--- src/verilog/swf_pkg.sv ---
package swf_pkg;

  localparam int NUM_HS  = 4;
  localparam int NUM_LS  = 8;
  localparam int NUM_OUT = 12;

  // serial message layout
  localparam int MSG_W        = 16;
  localparam int MSG_ADDR_W   = 3;
  localparam int WD_MSG_BIT   = 15;
  localparam int WD_DIV_LO    = 4;
  localparam int WD_DIV_HI    = 5;

  localparam logic [2:0] ADDR_OUT_CMD   = 3'h0;
  localparam logic [2:0] ADDR_DIRECT    = 3'h1;
  localparam logic [2:0] ADDR_WD_SENSE  = 3'h3;
  localparam logic [2:0] ADDR_OPEN_LOAD = 3'h4;
  localparam logic [2:0] ADDR_CUR_LIMIT = 3'h5;

  localparam logic [11:0] CFG_RESET = 12'h000;
  localparam logic [1:0]  DIV_RESET = 2'h0;

  // timing
  localparam int CLK_MHZ        = 125;
  localparam int WD_TIMEOUT_US  = 100;
  localparam int WD_CYCLES      = WD_TIMEOUT_US * CLK_MHZ;
  localparam int FILT_NS        = 10000;
  localparam int FILT_CYCLES    = (FILT_NS * CLK_MHZ + 999) / 1000;
  localparam int WD_CNT_W       = 24;
  localparam int FILT_CNT_W     = 12;

  typedef enum logic [1:0] {
    SWF_SLEEP    = 2'b00,
    SWF_STANDBY  = 2'b01,
    SWF_NORMAL   = 2'b10,
    SWF_FAILSAFE = 2'b11
  } swf_mode_t;

endpackage

--- src/verilog/swf_core.sv ---
`timescale 1ns/1ns
module swf_core #(
  parameter int WD_CYCLES = swf_pkg::WD_CYCLES
) (
  input  wire logic        clk_sys,
  input  wire logic        sys_rst,
  input  wire logic        wake,
  input  wire logic        active_low_reset_input,
  input  wire logic        watchdog_toggle_pin,
  input  wire logic        failsafe_disable_input,
  input  wire logic        chip_select_low_active,
  input  wire logic        lowside_direct_input,
  input  wire logic [3:0]  highside_direct_inputs,
  input  wire logic [11:0] over_temp_sense,
  input  wire logic [11:0] open_load_sense,
  input  wire logic [7:0]  drain_high_sense,
  input  wire logic        over_voltage_sense,
  input  wire logic        msg_valid,
  input  wire logic [2:0]  msg_addr,
  input  wire logic [15:0] msg_data,
  output logic      [11:0] output_on,
  output logic      [11:0] output_fault_bits,
  output logic             fault_pin_low_active,
  output logic      [1:0]  mode
);

  localparam int NS = 43;

  logic [NS-1:0] pins_s;
  logic          wake_s, rst_n_s, wdp_s, fsi_s, cs_s, ils_s, ov_s;
  logic [3:0]    ihs_s;
  logic [11:0]   ot_s, ol_s;
  logic [7:0]    dh_s;

  swf_sync #(.WIDTH(NS)) u_sync (
    .clk_sys  (clk_sys),
    .sys_rst  (sys_rst),
    .async_in ({wake, active_low_reset_input, watchdog_toggle_pin,
                failsafe_disable_input, ~chip_select_low_active,
                lowside_direct_input, highside_direct_inputs,
                over_temp_sense, open_load_sense, drain_high_sense,
                over_voltage_sense}),
    .sync_out (pins_s)
  );

  assign {wake_s, rst_n_s, wdp_s, fsi_s, cs_s, ils_s, ihs_s,
          ot_s, ol_s, dh_s, ov_s} = pins_s;

  // edge history; chip select enters inverted so reset matches its idle
  logic wake_p_q, rst_p_q, wdp_p_q, cs_p_q;
  always_ff @(posedge clk_sys) begin
    if (sys_rst) begin
      wake_p_q <= 1'b0;
      rst_p_q  <= 1'b0;
      wdp_p_q  <= 1'b0;
      cs_p_q   <= 1'b0;
    end else begin
      wake_p_q <= wake_s;
      rst_p_q  <= rst_n_s;
      wdp_p_q  <= wdp_s;
      cs_p_q   <= cs_s;
    end
  end

  logic wake_rise, rst_rise, cs_rise;
  assign wake_rise = wake_s & ~wake_p_q;
  assign rst_rise  = rst_n_s & ~rst_p_q;
  assign cs_rise   = ~cs_s & cs_p_q;

  // configuration, forced to defaults while reset pin is low
  logic [11:0] out_cmd_q, direct_q, open_load_config_q;
  logic [11:0] current_limit_config_q;
  logic [1:0]  watchdog_sense_config_q;
  logic        wd_bit_q;

  always_ff @(posedge clk_sys) begin
    if (sys_rst || !rst_n_s) begin
      out_cmd_q               <= swf_pkg::CFG_RESET;
      direct_q                <= swf_pkg::CFG_RESET;
      open_load_config_q      <= swf_pkg::CFG_RESET;
      current_limit_config_q  <= swf_pkg::CFG_RESET;
      watchdog_sense_config_q <= swf_pkg::DIV_RESET;
    end else if (msg_valid) begin
      case (msg_addr)
        swf_pkg::ADDR_OUT_CMD:   out_cmd_q <= msg_data[11:0];
        swf_pkg::ADDR_DIRECT:    direct_q  <= msg_data[11:0];
        swf_pkg::ADDR_OPEN_LOAD: open_load_config_q <= msg_data[11:0];
        swf_pkg::ADDR_CUR_LIMIT: current_limit_config_q <= msg_data[11:0];
        swf_pkg::ADDR_WD_SENSE: begin
          watchdog_sense_config_q <=
            msg_data[swf_pkg::WD_DIV_HI:swf_pkg::WD_DIV_LO];
        end
        default: ;
      endcase
    end
  end

  always_ff @(posedge clk_sys) begin
    if (sys_rst) begin
      wd_bit_q <= 1'b0;
    end else if (msg_valid) begin
      wd_bit_q <= msg_data[swf_pkg::WD_MSG_BIT];
    end
  end

  logic wd_toggle;
  assign wd_toggle = (wdp_s ^ wdp_p_q) |
                     (msg_valid & (msg_data[swf_pkg::WD_MSG_BIT] ^ wd_bit_q));

  // watchdog
  swf_pkg::swf_mode_t mode_q, mode_d;
  logic                      wd_en_q, wake_seen_q, wd_expire;
  logic [swf_pkg::WD_CNT_W-1:0] wd_cnt_q, wd_limit;

  assign wd_limit = swf_pkg::WD_CNT_W'(WD_CYCLES) >> watchdog_sense_config_q;

  always_ff @(posedge clk_sys) begin
    if (sys_rst) begin
      wd_en_q <= 1'b0;
    end else if (!fsi_s) begin
      wd_en_q <= 1'b0;
    end else if (wake_rise || rst_rise) begin
      wd_en_q <= 1'b1;
    end
  end

  always_ff @(posedge clk_sys) begin
    if (sys_rst) begin
      wd_cnt_q <= '0;
    end else if (wake_rise || rst_rise || wd_toggle ||
                 mode_q == swf_pkg::SWF_FAILSAFE ||
                 mode_q == swf_pkg::SWF_SLEEP) begin
      wd_cnt_q <= '0;
    end else if (wd_en_q && wd_cnt_q < wd_limit) begin
      wd_cnt_q <= wd_cnt_q + 1'b1;
    end
  end

  assign wd_expire = wd_en_q & fsi_s & (wd_cnt_q >= wd_limit) &
                     ~wd_toggle;

  // a wake seen while awake forces both pins low to leave failsafe
  always_ff @(posedge clk_sys) begin
    if (sys_rst) begin
      wake_seen_q <= 1'b0;
    end else if (mode_q == swf_pkg::SWF_FAILSAFE &&
                 mode_d != swf_pkg::SWF_FAILSAFE) begin
      wake_seen_q <= 1'b0;
    end else if (wake_s && (mode_q == swf_pkg::SWF_NORMAL ||
                            mode_q == swf_pkg::SWF_STANDBY)) begin
      wake_seen_q <= 1'b1;
    end
  end

  always_comb begin
    mode_d = mode_q;
    case (mode_q)
      swf_pkg::SWF_SLEEP: begin
        if (rst_n_s) begin
          mode_d = swf_pkg::SWF_NORMAL;
        end else if (wake_s) begin
          mode_d = swf_pkg::SWF_STANDBY;
        end
      end
      swf_pkg::SWF_STANDBY: begin
        if (wd_expire) begin
          mode_d = swf_pkg::SWF_FAILSAFE;
        end else if (rst_n_s) begin
          mode_d = swf_pkg::SWF_NORMAL;
        end else if (!wake_s) begin
          mode_d = swf_pkg::SWF_SLEEP;
        end
      end
      swf_pkg::SWF_NORMAL: begin
        if (wd_expire) begin
          mode_d = swf_pkg::SWF_FAILSAFE;
        end else if (!rst_n_s) begin
          mode_d = wake_s ? swf_pkg::SWF_STANDBY : swf_pkg::SWF_SLEEP;
        end
      end
      swf_pkg::SWF_FAILSAFE: begin
        if (!rst_n_s && (!wake_s || !wake_seen_q)) begin
          mode_d = wake_s ? swf_pkg::SWF_STANDBY : swf_pkg::SWF_SLEEP;
        end
      end
      default: mode_d = swf_pkg::SWF_SLEEP;
    endcase
  end

  always_ff @(posedge clk_sys) begin
    if (sys_rst) begin
      mode_q <= swf_pkg::SWF_SLEEP;
      mode   <= swf_pkg::SWF_SLEEP;
    end else begin
      mode_q <= mode_d;
      mode   <= mode_d;
    end
  end

  // per-output command and fault logic
  logic [11:0] cmd, cmd_p_q, ot_ev, ol_ev, oc_ev, hs_cut, ls_off_q;
  logic [11:0] drive_d;

  genvar gi;
  generate
    for (gi = 0; gi < swf_pkg::NUM_OUT; gi++) begin : g_out
      logic direct_in;
      if (gi < swf_pkg::NUM_HS) begin : g_hs
        assign direct_in = ihs_s[gi];
        assign ol_ev[gi] = ol_s[gi] & ~output_on[gi] &
                           ~open_load_config_q[gi];
        assign oc_ev[gi] = 1'b0;
        assign hs_cut[gi] = ot_s[gi];
        assign ls_off_q[gi] = 1'b0;
      end else begin : g_ls
        logic                          cond, occ_en;
        logic [swf_pkg::FILT_CNT_W-1:0] filt_q;
        logic                          off_q;
        assign direct_in = ils_s;
        assign occ_en = current_limit_config_q[gi];
        assign cond = output_on[gi] ? (dh_s[gi-swf_pkg::NUM_HS] & occ_en)
                                    : (ol_s[gi] & open_load_config_q[gi]);
        always_ff @(posedge clk_sys) begin
          if (sys_rst || !cond || (output_on[gi] != drive_d[gi])) begin
            filt_q <= '0;
          end else if (filt_q < swf_pkg::FILT_CNT_W'(swf_pkg::FILT_CYCLES)) begin
            filt_q <= filt_q + 1'b1;
          end
        end
        wire done = filt_q == swf_pkg::FILT_CNT_W'(swf_pkg::FILT_CYCLES);
        assign ol_ev[gi] = done & ~output_on[gi];
        assign oc_ev[gi] = done & output_on[gi];
        // latched off until the output's command is off and its over-temperature sense is clear
        always_ff @(posedge clk_sys) begin
          if (sys_rst) begin
            off_q <= 1'b0;
          end else if (ot_ev[gi] || oc_ev[gi]) begin
            off_q <= 1'b1;
          end else if (!cmd[gi] && !ot_s[gi]) begin
            off_q <= 1'b0;
          end
        end
        assign ls_off_q[gi] = off_q;
        assign hs_cut[gi] = 1'b0;
      end
      assign cmd[gi] = direct_q[gi] ? out_cmd_q[gi]
                                    : (out_cmd_q[gi] | direct_in);
      assign ot_ev[gi] = ot_s[gi] & output_on[gi];
    end
  endgenerate

  always_comb begin
    drive_d = '0;
    case (mode_q)
      swf_pkg::SWF_NORMAL: begin
        if (!ov_s) begin
          drive_d = cmd & ~hs_cut & ~ls_off_q;
        end
      end
      swf_pkg::SWF_FAILSAFE: drive_d = 12'h005;
      default: drive_d = '0;
    endcase
  end

  always_ff @(posedge clk_sys) begin
    if (sys_rst) begin
      output_on <= '0;
      cmd_p_q   <= '0;
    end else begin
      output_on <= drive_d;
      cmd_p_q   <= cmd;
    end
  end

  // status word: set beats the chip-select clear
  logic [11:0] fault_now;
  assign fault_now = ot_ev | ol_ev | oc_ev | {12{ov_s}};

  always_ff @(posedge clk_sys) begin
    if (sys_rst) begin
      output_fault_bits <= '0;
    end else begin
      output_fault_bits <= fault_now |
                           (output_fault_bits & ~{12{cs_rise}});
    end
  end

  // low-side part of the fault pin latches; the rest is real time
  logic [7:0] flt_ls_q;
  logic [7:0] ls_ev, ls_tog;
  assign ls_ev  = ot_ev[11:4] | ol_ev[11:4] | oc_ev[11:4];
  assign ls_tog = cmd[11:4] ^ cmd_p_q[11:4];

  always_ff @(posedge clk_sys) begin
    if (sys_rst || !rst_n_s) begin
      flt_ls_q <= '0;
    end else begin
      flt_ls_q <= ls_ev | (flt_ls_q & ~ls_tog);
    end
  end

  always_ff @(posedge clk_sys) begin
    if (sys_rst) begin
      fault_pin_low_active <= 1'b1;
    end else begin
      fault_pin_low_active <= ~(ov_s | (|(ot_s[3:0] & output_on[3:0])) |
                                (|ol_ev[3:0]) | (|ls_ev) |
                                (|flt_ls_q));
    end
  end

endmodule

--- src/verilog/swf_sync.sv ---
`timescale 1ns/1ns
module swf_sync #(
  parameter int WIDTH = 1
) (
  input  wire logic             clk_sys,
  input  wire logic             sys_rst,
  input  wire logic [WIDTH-1:0] async_in,
  output logic      [WIDTH-1:0] sync_out
);

  // first stage feeds only the second stage
  logic [WIDTH-1:0] meta_q;

  always_ff @(posedge clk_sys) begin
    if (sys_rst) begin
      meta_q   <= '0;
      sync_out <= '0;
    end else begin
      meta_q   <= async_in;
      sync_out <= meta_q;
    end
  end

endmodule

--- config.mk ---
export PLATFORM = sky130hd
export DESIGN_NAME = swf_core
export DESIGN_NICKNAME = d
export VERILOG_FILES = /design/src/verilog/swf_pkg.sv /design/src/verilog/swf_core.sv /design/src/verilog/swf_sync.sv
export SDC_FILE = /design/constraint.sdc
export NUM_CORES = 1
export LEC_CHECK = 0
export ABC_AREA = 1
export BUFFER_PORTS_ARGS = -buffer_cell sky130_fd_sc_hd__buf_2
export CORE_MARGIN = 2
export CORE_UTILIZATION = 35
export DETAILED_ROUTE_END_ITERATION = 8
export PLACE_DENSITY_LB_ADDON = 0.1
export SYNTH_ARGS = -nofsm -noshare
export SYNTH_HDL_FRONTEND = slang
export SYNTH_SLANG_ARGS = --single-unit
--- constraint.sdc ---
create_clock -name clk_sys -period 2.2 [get_ports clk_sys]
set_input_delay 0.11 -clock clk_sys [delete_from_list [all_inputs] [get_ports clk_sys]]
set_output_delay 0.11 -clock clk_sys [all_outputs]
set_load 0.02 [all_outputs]
# After elaboration in Yosys (flattened, before gate mapping)
# Index checks and enable logic that the tools add are counted.
# W data, S select, Z words.
# totals
ff_bits	318
output_inout_bits	27
elab_cells	339
in_bits	65
# op_classes
add_sub_neg	9
eq_ne	24
magnitude_cmp	10
muxes	48
bitwise	118
n_shift	1
reduce_logical	92
# op_table
cell	count
$add A12 B1 Y12 const B	8
$eq A12 B11 Y1 const B	8
$lt A12 B11 Y1 const B	8
$and A1 B1 Y1	59
$or A12 B12 Y12	4
$mux W1	37
$and A12 B12 Y12	3
$logic_or A1 B1 Y1	31
$logic_not A1 Y1	27
$add A24 B1 Y24 const B	1
$ge A24 B24 Y1	1
$lt A24 B24 Y1	1
$not A12 Y12	2
$or A8 B8 Y8	3
$pmux W12 S2	1
$shr A14 B2 Y24 const A	1
$not A1 Y1	23
$or A1 B1 Y1	17
$mux W2	8
$reduce_bool A2 Y1	8
$reduce_or A8 Y1	2
$logic_and A1 B1 Y1	12
$mux W12	1
$not A4 Y12	1
other kinds (18)	35

# Depth between registers and ports, before layout
# logic_depth
ltp_word	10
mapped_depth	20
depth_no_buf	20

# Modules after synthesis
# Synthesis repeated with hierarchy kept, for this count alone.
# unflattened
hier_cells	1677
hier_area_um2	12799.8
# by_module_without_submodules
module	n_inst	area_per_inst_um2	seq_area_each_um2	cells_per_inst
swf_core	1	10351.2	4484.3	1409
swf_sync	1	2448.6	1721.7	268

# Worst setup path after synthesis
# Ideal clock, no wire load.
# synth_timing
path_type	register to register
startpoint	register watchdog_sense_config_q[1]
endpoint	register wd_cnt_q[11] (netlist name)
required_ns	2.081
t_arrival_ns	2.110
n_path_buf	0
path_stages_with_launch	17
setup_time_ns	0.119
path_slack_ns	-0.029
synth_period_minus_slack_ns	2.229
path_cell_list	dfxtp_1 -> inv_1 -> ha_1 -> inv_1 -> ha_1 -> a21oi_1 -> nor2_1 -> nor2_1 -> nand2_1 -> nand2_1 -> nand3_2 -> clkinv_2 -> nand4_4 -> nor2_2 -> nand2_2 -> o21ai_0 -> a21oi_1
# synth_between
elab_chain_len	3
# synth_rtl
element	line	rtl
from (decl)	swf_core.sv:73	logic [1:0] watchdog_sense_config_q;
from (signal assigned)	swf_core.sv:82	watchdog_sense_config_q <= swf_pkg::DIV_RESET;
from (signal assigned)	swf_core.sv:90	watchdog_sense_config_q <=
$shr A14 B2 Y24	swf_core.sv:115	assign wd_limit = swf_pkg::WD_CNT_W'(WD_CYCLES) >> watchdog_sense_config_q;
$lt A24 B24 Y1	swf_core.sv:134	end else if (wd_en_q && wd_cnt_q < wd_limit) begin
$logic_and A1 B1 Y1	swf_core.sv:134	
to (signal assigned)	swf_core.sv:135	wd_cnt_q <= wd_cnt_q + 1'b1;
to (decl)	swf_core.sv:113	logic [swf_pkg::WD_CNT_W-1:0] wd_cnt_q, wd_limit;
# No other way between the ends.
# A chain may end at the register's enable or synchronous reset.

# Worst setup path after layout
# layout_timing
startpoint	register watchdog_sense_config_q[0]
endpoint	register wd_cnt_q[13] (netlist name)
# The elaborated chain is that of the path after synthesis.

==> results.cfg <==
[logic_synthesis]
avgSynthCellArea_um2 = 7.50
syn_area_um2 = 12700
ys_seq_elements = 310
yosys_warnings = 0
ys_seq_area_share_pct = 49.0
synth_nets = 1792
synth_cell_types = 38
synthCells = 1689

[drt]
ant_nets = 0
drt-vias-per-instance = 4.51
via_count = 10800
wl_per_cell_um = 12.8
drt_iter0_drc = 446
drt_wl_total_um = 30800
dr.pass1.iters = 5
route.detailed.drc = 0

[timing]
clock.fmax_mhz = 463
worstMarginPinSlew_ns = 0.893
hold_viol = 0
skew_ns = 0.0184
relSlewSlack_pct = 40.0
setup_viol = 0
drv_slew = 0
rsz0062_at_grt = yes
min_period_ns = 2.16
holdWs_ns = 0.152
period_share_pct = 98.1

[finish]
final_nets = 2016
area_growth_pct = 28.3
final_layout_size_suffix_gt1_share_pct = 14.4
multi_input_area_um2 = 5220
fill_cells = 3619
mostFrequentLayoutCell = inv_1
antenna_cells = 0
ff_latch_area_um2 = 6210
final_cell_mix = inv_1, dfxtp_1, nor2_1

[critical_path]
r2r-start = watchdog_sense_config_q[0]
worstSetupStartpoint = watchdog_sense_config_q[0]
end_kind = register
rr_worst_depth = 16
critPathMaxFanout = 4
cp_data_required_time_ns = 2.61
r2r_slack_ns = 0.04
r2r_end = wd_cnt_q[13]
crit_type = register to register
crit_end = wd_cnt_q[13]
critPathLaunchType = register
cp.arrival_ns = 2.57

[power]
max-vdd-ir-drop_v = 0.000604
fin_total_pwr_w = 0.0126
powerDensity_nw_per_um2 = 773
p_leak_nw = 7.04

[clocking]
cts_max_level = 2
cts_buffer_depth = 3
clk_latency_ns = 0.52
cts_sinks = 310
clkTransAtPathRegs_ns = 0.06
root_buffer = clkbuf_16
cts_buffers = 37
cts_tree = done

[hold_path]
hold_class = input port to register

[grt]
antenna_found_initial = 0
grtUsageTotal_pct = 16.1
grt_pass1_vias = 10100
grt_overflow = 0
grt_max_degree = 55
grt_pass1_wl_um = 50400

[die]
die_width_um = 194
core_region_area_um2 = 35600
die_area_um2 = 37700
start_util_pct = 35.6
die_h_um = 194
rows = 69
io_pins = 92

[placement]
finalWeightedCongestion = 0.846
dp_hpwl_um = 22200
io_buffers = 88

[job]
max_cap_viol_count = 0

[run_status]
outcome = finished clean
-- worst max-delay path, stage by stage, from the launching register on --
cell	delay, ns
dfxtp_2	0.35
inv_4	0.05
ha_4	0.27
inv_4	0.04
ha_4	0.24
a21oi_2	0.11
nor2_1	0.05
nor2_1	0.09
nand2_1	0.07
nand2_2	0.09
nand3_4	0.09
clkinv_4	0.08
nand4_4	0.09
nor2_4	0.13
nand2_2	0.08
nor3_1	0.15
nor2_1	0.07
-- cells in the mapped netlist --
cell | count | area (µm²)
a21o_1 | 1 | 7.51
a21oi_1 | 133 | 666
a22o_1 | 1 | 8.76
a31oi_1 | 18 | 113
and3_1 | 7 | 43.8
buf_1 | 1 | 3.75
buf_2 | 7 | 35.0
clkbuf_1 | 25 | 93.8
clkinv_1 | 1 | 3.75
clkinv_2 | 1 | 5.00
dfxtp_1 | 310 | 6210
ha_1 | 38 | 475
inv_1 | 350 | 1310
inv_2 | 4 | 15.0
nand2_1 | 154 | 578
nand2_2 | 1 | 6.26
nand3_1 | 43 | 215
nand3_2 | 1 | 10.0
nand4_1 | 28 | 175
nand4_4 | 2 | 42.5
nor2_1 | 286 | 1070
nor2_2 | 4 | 25.0
nor3_1 | 51 | 255
nor3_2 | 3 | 30.0
nor3_4 | 6 | 97.6
nor3b_1 | 1 | 7.51
nor4_1 | 8 | 50.1
o211a_1 | 3 | 30.0
o211ai_1 | 8 | 60.1
o21a_1 | 13 | 97.6
o21ai_0 | 172 | 861
o21ai_2 | 1 | 8.76
o22ai_1 | 1 | 6.26
o311ai_0 | 2 | 17.5
o311ai_1 | 1 | 8.76
o31ai_1 | 1 | 7.51
o41ai_1 | 1 | 8.76
xnor2_1 | 1 | 8.76
-- logic make-up (layout without fill, tap and decap cells) --
group / Yosys count / count (layout) / synth area share, %
compound gates: 356 / 356 / 15.0
xor+xnor: 1 / 1 / 0.0691
fa+ha+maj: 38 / 38 / 3.75
buf+inv: 389 / 642 / 11.6
flops: 310 / 310 / 49.0
simple gates: 595 / 595 / 20.6
-- layout make-up --
cell class | instances | area share (%)
sequential | 310 | 38.2
multi-input combinational | 990 | 32.1
timing repair buffer | 218 | 10.1
inverter | 356 | 8.29
clock buffer | 55 | 6.92
tap | 461 | 3.55
clock inverter | 13 | 0.900
-- where the power goes --
| part | switching, W | internal, W | total [W] | leakage, nW |
|---|---|---|---|---|
| Sequential | 0.0000441 | 0.00572 | 0.00576 | 2.52 |
| Combinational | 0.000299 | 0.000238 | 0.000537 | 3.89 |
| Clock | 0.00238 | 0.00390 | 0.00628 | 0.632 |
-- sequential cells by signal, summed over array words and instances (netlist names), 12 cells and up --
signal,cells
direct_q,12
g_out.g_ls.filt_q,96
open_load_config_q,12
out_cmd_q,12
output_fault_bits,12
output_on,12
u_sync.meta_q,43
u_sync.sync_out,43
wd_cnt_q,24
-- layer usage --
layer	part of all wire [%]	up-vias	global-route usage, %
met4	1.7	0	3.87
met2	45	136	26.4
met5	0	-	0
li1	-	5812	-
met1	49	4838	22.0
met3	3.9	47	3.08
-- stage by stage --
step	TNS (ns)	instance area (µm²)	utilization, %	setup slack (ns)	std cells
6_report	0	16300	45.7	0.0424	2403
5_1_grt	-0.647	16300	45.7	-0.120	2403
3_3_place_gp	-0.294	14100	39.7	-0.0828	2270
2_1_floorplan	0	12700	-	0.0143	1689
4_1_cts	-0.0122	16100	45.2	-0.00715	2402
3_5_place_dp	-0.347	14100	39.7	-0.0786	2270
-- worst min path at each step --
stage,slack [ns],end,from,cells past startpoint
detailed placement,0.26,u_sync.meta_q[38],chip_select_low_active,2
CTS,0.13,watchdog_sense_config_q[0],msg_valid,5
global placement,0.26,u_sync.meta_q[38],chip_select_low_active,2
global route,0.18,watchdog_sense_config_q[1],msg_valid,5
floorplan,0.18,u_sync.meta_q[38],chip_select_low_active,1
finish,0.15,watchdog_sense_config_q[0],msg_valid,5
-- timing repair --
action | CTS | global route
resized for setup | 12 | 48
setup buffers | 2 | 1
pin swaps | 9 | 13
hold buffers | 62 | 0
endpoints found under the setup margin | 8 | 20
gates cloned | 0 | 0
endpoints found under the hold margin | 97 | 0
Note: power is estimated with default switching activity, not from simulation.
